===== src/design/comparator_vref_pkg.sv =====
// shared constants and carriers for the comparator and reference control
package comparator_vref_pkg;

   // -------------------------------------------------------------------
   // register map
   // -------------------------------------------------------------------
   localparam int unsigned  REG_ADDR_W      = 12;
   localparam logic [11:0]  CMP_CTRL_OFFSET = 12'h000;
   localparam logic [11:0]  REF_CTRL_OFFSET = 12'h004;

   // -------------------------------------------------------------------
   // comparator control fields
   // -------------------------------------------------------------------
   localparam int unsigned  CMP_A_POS_BIT    = 0;
   localparam int unsigned  CMP_A_NEG_BIT    = 1;
   localparam int unsigned  CMP_B_POS_BIT    = 2;
   localparam int unsigned  CMP_B_NEG_BIT    = 3;
   localparam int unsigned  CMP_A_INV_BIT    = 4;
   localparam int unsigned  CMP_B_INV_BIT    = 5;
   localparam int unsigned  CMP_A_RESULT_BIT = 6;
   localparam int unsigned  CMP_B_RESULT_BIT = 7;
   localparam int unsigned  CMP_CFG_W        = 6;
   localparam logic [5:0]   CMP_CTRL_RESET   = 6'h00;

   // -------------------------------------------------------------------
   // reference control fields
   // -------------------------------------------------------------------
   localparam int unsigned  REF_LEVEL_LSB    = 0;
   localparam int unsigned  REF_LEVEL_W      = 4;
   localparam int unsigned  REF_SOURCE_BIT   = 4;
   localparam int unsigned  REF_RANGE_BIT    = 5;
   localparam int unsigned  REF_PIN_BIT      = 6;
   localparam int unsigned  REF_POWER_BIT    = 7;
   localparam int unsigned  REF_CFG_W        = 8;
   localparam logic [7:0]   REF_CTRL_RESET   = 8'h00;

   // -------------------------------------------------------------------
   // reference level as a fraction of the source span, in 96ths:
   // fine range L/24 = 4L/96, coarse range 1/4 + L/32 = (24 + 3L)/96
   // -------------------------------------------------------------------
   localparam int unsigned  REF_LEVELS       = 16;
   localparam int unsigned  REF_FRAC_W       = 7;
   localparam logic [6:0]   REF_FRAC_DENOM   = 7'h60;
   localparam logic [6:0]   REF_FINE_MULT    = 7'h04;
   localparam logic [6:0]   REF_COARSE_MULT  = 7'h03;
   localparam logic [6:0]   REF_COARSE_BASE  = 7'h18;

   // -------------------------------------------------------------------
   // input synchroniser depth for the analog comparator outputs
   // -------------------------------------------------------------------
   localparam int unsigned  SYNC_STAGES      = 3;

   // -------------------------------------------------------------------
   // carriers
   // -------------------------------------------------------------------
   typedef enum logic [0:0] {
      APB_IDLE   = 1'b0,
      APB_ANSWER = 1'b1
   } apb_phase_t;

   // packed so that bit 0 is aPosSelect, matching the register
   typedef struct packed {
      logic bInvert;
      logic aInvert;
      logic bNegSelect;
      logic bPosSelect;
      logic aNegSelect;
      logic aPosSelect;
   } cmp_cfg_t;

   // packed so that bit 0 is the level lsb, matching the register
   typedef struct packed {
      logic       powerOn;
      logic       pinDrive;
      logic       rangeSelect;
      logic       sourceSelect;
      logic [3:0] level;
   } ref_cfg_t;

   typedef struct packed {
      apb_phase_t  phase;
      logic [31:0] rdata;
      logic        slvErr;
      cmp_cfg_t    cmp;
      ref_cfg_t    vref;
      logic [6:0]  fraction;
   } ctrl_state_t;

   typedef struct packed {
      logic [2:0] sync;
      logic       level;
      logic       result;
   } chan_state_t;

endpackage


===== src/design/comparator_channel.sv =====
// one comparator's result path: synchroniser, agreement filter, inversion
module comparator_channel (
   input  wire logic ref_clk,
   input  wire logic reset_n,
   input  wire logic rawResult,
   input  wire logic invert,
   output logic      level,
   output logic      result
);

   comparator_vref_pkg::chan_state_t state_r;
   comparator_vref_pkg::chan_state_t state_nxt;

   // -------------------------------------------------------------------
   // next state
   // -------------------------------------------------------------------
   // stage 0 is read only by stage 1; a new level counts once stages 1
   // and 2 agree, so a single metastable sample cannot flip the result
   always_comb begin
      state_nxt      = state_r;
      state_nxt.sync = {state_r.sync[1:0], rawResult};
      if (state_r.sync[1] == state_r.sync[2]) begin
         state_nxt.level = state_r.sync[2];
      end
      state_nxt.result = state_r.level ^ invert;
   end

   // state register, cleared on reset
   always_ff @(posedge ref_clk or negedge reset_n) begin
      if (!reset_n) begin
         state_r <= '0;
      end else begin
         state_r <= state_nxt;
      end
   end

   assign level  = state_r.level;
   assign result = state_r.result;
endmodule // comparator_channel


===== src/design/comparator_vref_ctrl.sv =====
// comparator input routing, output inversion and reference control
// behind an APB register slave

// -------------------------------------------------------------------
// module
// -------------------------------------------------------------------
module comparator_vref_ctrl (
   input  wire logic        ref_clk,
   input  wire logic        reset_n,
   // apb slave
   input  wire logic        psel,
   input  wire logic        penable,
   input  wire logic        pwrite,
   input  wire logic [11:0] paddr,
   input  wire logic [31:0] pwdata,
   output logic [31:0]      prdata,
   output logic             pready,
   output logic             pslverr,
   // analog comparator raw outputs, asynchronous
   input  wire logic        cmpARaw,
   input  wire logic        cmpBRaw,
   // presented comparator results
   output logic             cmpAResult,
   output logic             cmpBResult,
   // analog input multiplexer controls
   output logic             cmpAPosToVinPlus,
   output logic             cmpANegToVinPlus,
   output logic             cmpBPosToVinPlus,
   output logic             cmpBNegToVinPlus,
   // reference ladder controls
   output logic             refPowerOn,
   output logic             refPinDrive,
   output logic             refRangeSelect,
   output logic             refSourceSelect,
   output logic [3:0]       refLevelField,
   output logic [6:0]       refFraction
);

   comparator_vref_pkg::ctrl_state_t state_r;
   comparator_vref_pkg::ctrl_state_t state_nxt;

   logic        levelA;
   logic        levelB;
   logic        hitCmp;
   logic        hitRef;
   logic        accessDone;
   logic [31:0] readWord;

   // -------------------------------------------------------------------
   // comparator result paths
   // -------------------------------------------------------------------
   // each channel registers its own result, so the outputs below come
   // straight from a flip-flop without an extra cycle of delay
   comparator_channel chanA (
      .ref_clk (ref_clk),
      .reset_n (reset_n),
      .rawResult (cmpARaw),
      .invert  (state_r.cmp.aInvert),
      .level   (levelA),
      .result  (cmpAResult)
   );

   comparator_channel chanB (
      .ref_clk (ref_clk),
      .reset_n (reset_n),
      .rawResult (cmpBRaw),
      .invert  (state_r.cmp.bInvert),
      .level   (levelB),
      .result  (cmpBResult)
   );

   // -------------------------------------------------------------------
   // address decode and read data
   // -------------------------------------------------------------------
   // full-address compare: an unaligned or unknown address is unmapped
   always_comb begin
      hitCmp     = (paddr == comparator_vref_pkg::CMP_CTRL_OFFSET);
      hitRef     = (paddr == comparator_vref_pkg::REF_CTRL_OFFSET);
      accessDone = psel && penable && (state_r.phase ==
                   comparator_vref_pkg::APB_ANSWER);
      readWord   = 32'h0000_0000;
      if (hitCmp) begin
         readWord[comparator_vref_pkg::CMP_A_RESULT_BIT] = cmpAResult;
         readWord[comparator_vref_pkg::CMP_B_RESULT_BIT] = cmpBResult;
         readWord[comparator_vref_pkg::CMP_CFG_W-1:0]    = state_r.cmp;
      end else if (hitRef) begin
         readWord[comparator_vref_pkg::REF_CFG_W-1:0]    = state_r.vref;
      end
   end

   // -------------------------------------------------------------------
   // next state
   // -------------------------------------------------------------------
   // one wait state: the access phase answers on its second cycle, which
   // lets read data and the error flag come from flip-flops
   always_comb begin
      state_nxt       = state_r;
      state_nxt.phase = comparator_vref_pkg::APB_IDLE;
      if (psel && penable &&
          (state_r.phase == comparator_vref_pkg::APB_IDLE)) begin
         state_nxt.phase  = comparator_vref_pkg::APB_ANSWER;
         state_nxt.rdata  = pwrite ? 32'h0000_0000 : readWord;
         state_nxt.slvErr = !(hitCmp || hitRef);
      end else begin
         state_nxt.rdata  = 32'h0000_0000;
         state_nxt.slvErr = 1'b0;
      end
      // writes land only on the edge that completes the access
      if (accessDone && pwrite) begin
         if (hitCmp) begin
            // result bits above the config field are read-only
            state_nxt.cmp = comparator_vref_pkg::cmp_cfg_t'(
               pwdata[comparator_vref_pkg::CMP_CFG_W-1:0]);
         end else if (hitRef) begin
            // bits above the low byte are dropped
            state_nxt.vref = comparator_vref_pkg::ref_cfg_t'(
               pwdata[comparator_vref_pkg::REF_CFG_W-1:0]);
         end
      end
      // ladder tap in 96ths of the source span, tracks the register
      if (state_nxt.vref.rangeSelect) begin
         state_nxt.fraction = 7'(comparator_vref_pkg::REF_FINE_MULT *
                              {3'h0, state_nxt.vref.level});
      end else begin
         state_nxt.fraction = 7'(comparator_vref_pkg::REF_COARSE_BASE +
                              comparator_vref_pkg::REF_COARSE_MULT *
                              {3'h0, state_nxt.vref.level});
      end
   end

   // -------------------------------------------------------------------
   // state register
   // -------------------------------------------------------------------
   // everything but the tap fraction clears on reset; the coarse range then taps a quarter
   // of the span, with the ladder powered down
   always_ff @(posedge ref_clk or negedge reset_n) begin
      if (!reset_n) begin
         state_r          <= '0;
         state_r.fraction <= comparator_vref_pkg::REF_COARSE_BASE;
      end else begin
         state_r <= state_nxt;
      end
   end

   // -------------------------------------------------------------------
   // outputs
   // -------------------------------------------------------------------
   assign prdata           = state_r.rdata;
   assign pready           = (state_r.phase ==
                              comparator_vref_pkg::APB_ANSWER);
   assign pslverr          = state_r.slvErr;
   assign cmpAPosToVinPlus = state_r.cmp.aPosSelect;
   assign cmpANegToVinPlus = state_r.cmp.aNegSelect;
   assign cmpBPosToVinPlus = state_r.cmp.bPosSelect;
   assign cmpBNegToVinPlus = state_r.cmp.bNegSelect;
   assign refPowerOn       = state_r.vref.powerOn;
   assign refPinDrive      = state_r.vref.pinDrive;
   assign refRangeSelect   = state_r.vref.rangeSelect;
   assign refSourceSelect  = state_r.vref.sourceSelect;
   assign refLevelField    = state_r.vref.level;
   assign refFraction      = state_r.fraction;
endmodule // comparator_vref_ctrl


===== config.mk =====
export PLATFORM = sky130hd
export DESIGN_NAME = comparator_vref_ctrl
export DESIGN_NICKNAME = d
export VERILOG_FILES = /design/src/design/comparator_vref_pkg.sv /design/src/design/comparator_channel.sv /design/src/design/comparator_vref_ctrl.sv
export SDC_FILE = /design/constraint.sdc
export NUM_CORES = 1
export LEC_CHECK = 0
export ABC_AREA = 1
export BUFFER_PORTS_ARGS = -buffer_cell sky130_fd_sc_hd__buf_2
export CAP_MARGIN = 30
export CORE_ASPECT_RATIO = 0.9
export CORE_MARGIN = 2
export CORE_UTILIZATION = 35
export DETAILED_ROUTE_END_ITERATION = 10
export PLACE_DENSITY = 0.72
export SETUP_SLACK_MARGIN = 0.1
export SLEW_MARGIN = 5
export SYNTH_ARGS = -nofsm -noshare
export SYNTH_HDL_FRONTEND = slang
export SYNTH_HIERARCHICAL = 1
export SYNTH_SLANG_ARGS = --single-unit

===== constraint.sdc =====
create_clock -name ref_clk -period 3.4 [get_ports ref_clk]
set_input_delay 0.17 -clock ref_clk [delete_from_list [all_inputs] [get_ports ref_clk]]
set_output_delay 0.17 -clock ref_clk [all_outputs]
set_load 0.01 [all_outputs]

==> results of run 1 <==
## worst max-delay path, stage by stage, from the launching register on
cell	delay (ns)
dfrtp_1	0.38
nand2_1	0.10
nor2_4	0.24
nand3_4	0.22
nand2_1	0.14
o21ai_0	0.18
ha_1	0.34
inv_1	0.06
fa_1	0.45
xnor2_1	0.23
o21ai_2	0.09
## placed cells by master, fill, tap and decap left out, types with 6 or more instances in the layout
master,n
a21oi_1,11
buf_2,57
clkbuf_8,6
conb_1,24
dfrtp_1,39
inv_1,18
nand2_1,47
nand2_2,7
nor2_1,10
o21ai_0,6
## area by class of cell
type | instances | area, um2
multi-input cells | 140 | 748
clock buffers | 7 | 86.3
fillers | 584 | 3360
flip-flops and latches | 41 | 1030
well taps | 70 | 87.6
inverters | 22 | 85.1
repair buffers | 61 | 335
clock inverters | 1 | 30.0
## sequential cells by signal (all words and copies together), names as in the netlist, 2 cells and up
| register | count |
|---|---|
| state_r | 2 |
| prdata | 8 |
| refLevelField | 4 |
| refFraction | 7 |
| chanB/state_nxt | 2 |
| chanA/state_nxt | 2 |
## per-stage QoR
stage          util [%]  hold slack (ns)  power, W  cells
6_report           41.7            0.112  0.000966    342
5_1_grt            41.7           0.0975   0.00101    342
4_1_cts            41.2           0.0337  0.000980    340
3_5_place_dp       38.8            0.280  0.000572    330
3_3_place_gp       38.8            0.279  0.000571    330
2_1_floorplan         -           -0.126  0.000560    249
## power groups by stage
stage / Clock [W] / Sequential, W / Combinational [W]
2_1_floorplan: 0 / 0.000514 / 0.0000462
3_3_place_gp: 0 / 0.000512 / 0.0000586
3_5_place_dp: 0 / 0.000512 / 0.0000599
4_1_cts: 0.000416 / 0.000503 / 0.0000617
5_1_grt: 0.000433 / 0.000504 / 0.0000733
6_report: 0.000399 / 0.000503 / 0.0000646
## final timing paths
kind	endpoint	slack [ns]	cells after the start
worst max-delay path	refFraction[4]$_DFF_PN1_	0.90	10
worst min-delay path	refPinDrive$_DFFE_PN0P_	0.11	2
worst max register to register	refFraction[4]$_DFF_PN1_	0.90	10
worst min register to register	chanA/state_nxt[4]$_DFF_PN0_	0.35	0
max in group asynchronous	refFraction[4]$_DFF_PN1_	2.73	3
min in group asynchronous	chanB/state_nxt[4]$_DFF_PN0_	0.21	2
## logic make-up after synthesis
group | Yosys count | synth area share [%]
other | 1 | 0.177
AND/OR/NAND/NOR | 86 | 20.0
multiplexers | 2 | 1.06
XOR/XNOR | 3 | 1.24
adder cells (fa/ha/maj) | 4 | 3.07
flip-flops | 41 | 48.5
AO/OA/AOI/OAI | 21 | 5.66
buffers and inverters | 68 | 20.3
## what timing repair did
item	CTS	global route
resized for setup	0	0
endpoints found under the hold margin	2	39
setup buffers	0	0
hold buffers	2	1
## metal layers
| layer | up-vias | track usage [%] | part of all wire (%) |
|---|---|---|---|
| met5 | - | 0 | 0 |
| met4 | 0 | 5.71 | 1.6 |
| li1 | 723 | - | - |
| met3 | 7 | 3.51 | 8.2 |
| met1 | 666 | 15.4 | 43 |
| met2 | 60 | 19.7 | 47 |
==> impl_metrics.toml, run 1 <==
[die]
fp.coreArea_um2 = 5760
die_x_um = 86.1
start_util_pct = 36.8
rows = 26
die_h_um = 77.8
io_pins = 106
floorplan.die_area_um2 = 6700

[setup_path]
crit_type = "reg2reg"
cp.required_ns = 3.62
critPathLaunch = "pready$_DFF_PN0_"
r2r_start = "pready$_DFF_PN0_"
cp-start-kind = "register"
cp_max_fo = 12
crit_arrival_ns = 2.72
end_kind = "register"

[drt]
ant_nets = 0
dr.first_iter.drc_count = 51
viasPerCell = 4.26
drcViolationCount = 0
wl_per_cell_um = 11.6
finalWirelength_um = 3970
vias = 1456
drt_pre_antenna_iters = 4

[cells_and_area]
nets = 326
syn2layout_area_growth_pct = 13.2
final_cell_area_um2 = 2400
insertedDiodeCount = 0
final_layout_size_suffix_gt1_share_pct = 34.2

[synth]
synth_area_leaders = "dfrtp_1 46%, buf_4 16%, nand2_1 8.3%"
synth_ff_type = "dfrtp_1"
synth_most_common_cell = "nand2_1"
yosysWarnings = 6
postSynthCellCount = 226
ys_types = 31
ys_ff_latch = 41
yosys-top-cells-count = "47 x nand2_1, 44 x buf_4, 39 x dfrtp_1"
synth_top_area_cell = "dfrtp_1"
mappedNetlistArea_um2 = 2120
postSynth.asyncResetShare_pct = 100
ys_seq_area_share_pct = 48.5
avgSynthCellArea_um2 = 9.38
synth_top_area_share_pct = 46.0
synth-edff-count = 0

[power_and_ir_drop]
clkPwrFrac_pct = 41.3
pwr-share-seq_pct = 52.0
cellLeakagePower_nw = 1.28
p_int_w = 0.000760
pwr-share-comb_pct = 6.7
p_sw_share_pct = 21.3
irDropWorstVdd_mv = 0.213
power_density_nw_per_um2 = 402
p_sw_w = 0.000206

[place]
place_ws_ns = 0.899
place_hpwl_um = 2970
gp_congestion = 0.764
placed_area_um2 = 2230
port_buffers = 57

[timing]
fin_ws_ns = 0.899
fin_crit_sh_pct = 73.6
setup_violations = 0
max_freq_ghz = 0.400
period_needed_ns = 2.50
finalClockSkew_ns = 0.00638
hold_violations = 0
tns_ns = 0
rsz0062_at_grt = "false"
report.final.slew_viol_count = 0

[clock_network]
clockRootBuffer = "clkbuf_8"
htree_levels = 2
tritoncts = "built"
clk_path_buf_depth = 2
cts_buffers = 5
clk_latency_ns = 0.29
clock-sinks = 41
clk_pin_slew_ns = 0.08

[grt]
grt_max_degree = 42
antenna_found_initial = 0
grt_overflow = 0
grtUsageTotal_pct = 12.3
grt_pass1_wl_um = 6330
grt_pass1_vias = 1387

[job]
maxCapViolCount = 0

[outcome]
run_status = "finished clean"

[hold_path]
hp-start = "pwdata[6]"
hold_path_class = "in2reg"
Note: power is estimated with default switching activity, not from simulation.
==> run 2: changes to the inputs <==
- PLACE_DENSITY: 0.72 -> 0.74
- clock period: 3.4 -> 2.19 ns (I/O delays scaled with it)
==> impl_metrics.toml, run 2 (synthesis results as in run 1) <==
[cells_and_area]
utilization_pct = 44.6
nets = 342
final_layout_size_suffix_gt1_share_pct = 41.3
insertedDiodeCount = 0
layout_commonest_cell = "buf_2"
syn2layout_area_growth_pct = 21.1
largest_reg_flops = 8
final_cell_mix = "57 x buf_2, 46 x nand2_1, 39 x dfrtp_1"

[timing]
report.final.slew_viol_count = 0
fin_crit_sh_pct = 98.2
period_needed_ns = 2.15
max_freq_ghz = 0.465
rsz0062_at_grt = "true"
hold_violations = 0
whs_ns = 0.0543
setup_violations = 0
finalClockSkew_ns = 0.00688
fin_ws_ns = 0.0385

[place]
place_hpwl_um = 3060
place_ws_ns = -0.0638
gp_congestion = 0.804
port_buffers = 57

[drt]
ant_nets = 0
drt_pre_antenna_iters = 4
viasPerCell = 4.30
drcViolationCount = 0
dr.first_iter.drc_count = 74
wl_per_cell_um = 11.3
vias = 1541
finalWirelength_um = 4060

[clock_network]
cts_buffers = 5
tritoncts = "built"
clock-sinks = 41
htree_levels = 2
clockRootBuffer = "clkbuf_8"
clk_latency_ns = 0.29
clk_pin_slew_ns = 0.08
clk_path_buf_depth = 2

[die]
rows = 26
die_x_um = 86.1
start_util_pct = 36.8
fp.coreArea_um2 = 5760
die_h_um = 77.8
io_pins = 106
floorplan.die_area_um2 = 6700

[grt]
grt_max_degree = 42
grt_overflow = 0
grt_pass1_wl_um = 6740
grtUsageTotal_pct = 12.7
antenna_found_initial = 1
grt_pass1_vias = 1451

[setup_path]
cp-start-kind = "register"
crit_type = "reg2reg"
r2r_start = "pready$_DFF_PN0_"
cp_max_fo = 6
critPathLaunch = "pready$_DFF_PN0_"
cp.required_ns = 2.41
crit_arrival_ns = 2.37
end_kind = "register"

[power_and_ir_drop]
irDropWorstVdd_mv = 0.185
p_total_w = 0.00144
cellLeakagePower_nw = 1.37
power_density_nw_per_um2 = 561

[outcome]
run_status = "finished clean"

[hold_path]
hold_path_class = "in2reg"
hp-start = "pwdata[7]"

[job]
maxCapViolCount = 0
## run 2: final timing paths
check / endpoint / slack, ns / cells past startpoint
max in group asynchronous: refFraction[4]$_DFF_PN1_ / 1.59 / 3
setup reg to reg: refFraction[4]$_DFF_PN1_ / 0.04 / 14
hold / removal: refPowerOn$_DFFE_PN0P_ / 0.05 / 2
setup / recovery: refFraction[4]$_DFF_PN1_ / 0.04 / 14
min in group asynchronous: refPowerOn$_DFFE_PN0P_ / 0.14 / 2
hold reg to reg: chanA/state_nxt[4]$_DFF_PN0_ / 0.35 / 0
## run 2: repair_timing
action,in CTS,in global routing
pin swaps,12,1
hold endpoints to repair,41,0
setup endpoints to repair,4,4
buffers inserted,10,0
hold buffers,3,0
gates resized for setup,4,3
## run 2: cell type report
type | instances | area [um2]
Timing Repair Buffer | 77 | 480
Fill cell | 550 | 3190
Multi-Input combinational cell | 140 | 781
Clock buffer | 7 | 96.3
Sequential cell | 41 | 1030
Clock inverter | 1 | 8.76
Inverter | 22 | 85.1
Tap cell | 70 | 87.6
## run 2: where the power goes
part / internal, W / total, W / switching [W]
registers: 0.000772 / 0.000782 / 0.00000984
logic: 0.0000410 / 0.000106 / 0.0000654
clock network: 0.000291 / 0.000553 / 0.000262
## run 2: per-stage QoR
stage               TNS [ns]  std cells  area, um2
CTS                        0        357       2540
floorplan                  0        249       2220
finish                     0        358       2570
global placement     -0.0244        336       2300
global route          -0.140        358       2570
detailed placement   -0.0638        336       2300
## run 2: per-layer routing
metal | routed length (um) | vias to the layer above | part of all wire (%) | track usage [%]
met5 | 0 | - | 0 | 0
met4 | 39 | 0 | 0.96 | 3.33
met3 | 345 | 5 | 8.5 | 3.94
met2 | 1880 | 65 | 46 | 19.9
met1 | 1790 | 708 | 44 | 17.0
li1 | - | 763 | - | -
## run 2: critical path: stages, from the launching register on
cell	delay (ns)
dfrtp_1	0.37
nand2_2	0.07
nor2_4	0.16
nand3_4	0.14
buf_12	0.16
nand2_4	0.05
nand2_4	0.07
inv_2	0.07
nand2_1	0.05
nand2_1	0.06
ha_2	0.19
inv_2	0.05
fa_2	0.38
xnor2_2	0.15
o21ai_2	0.11
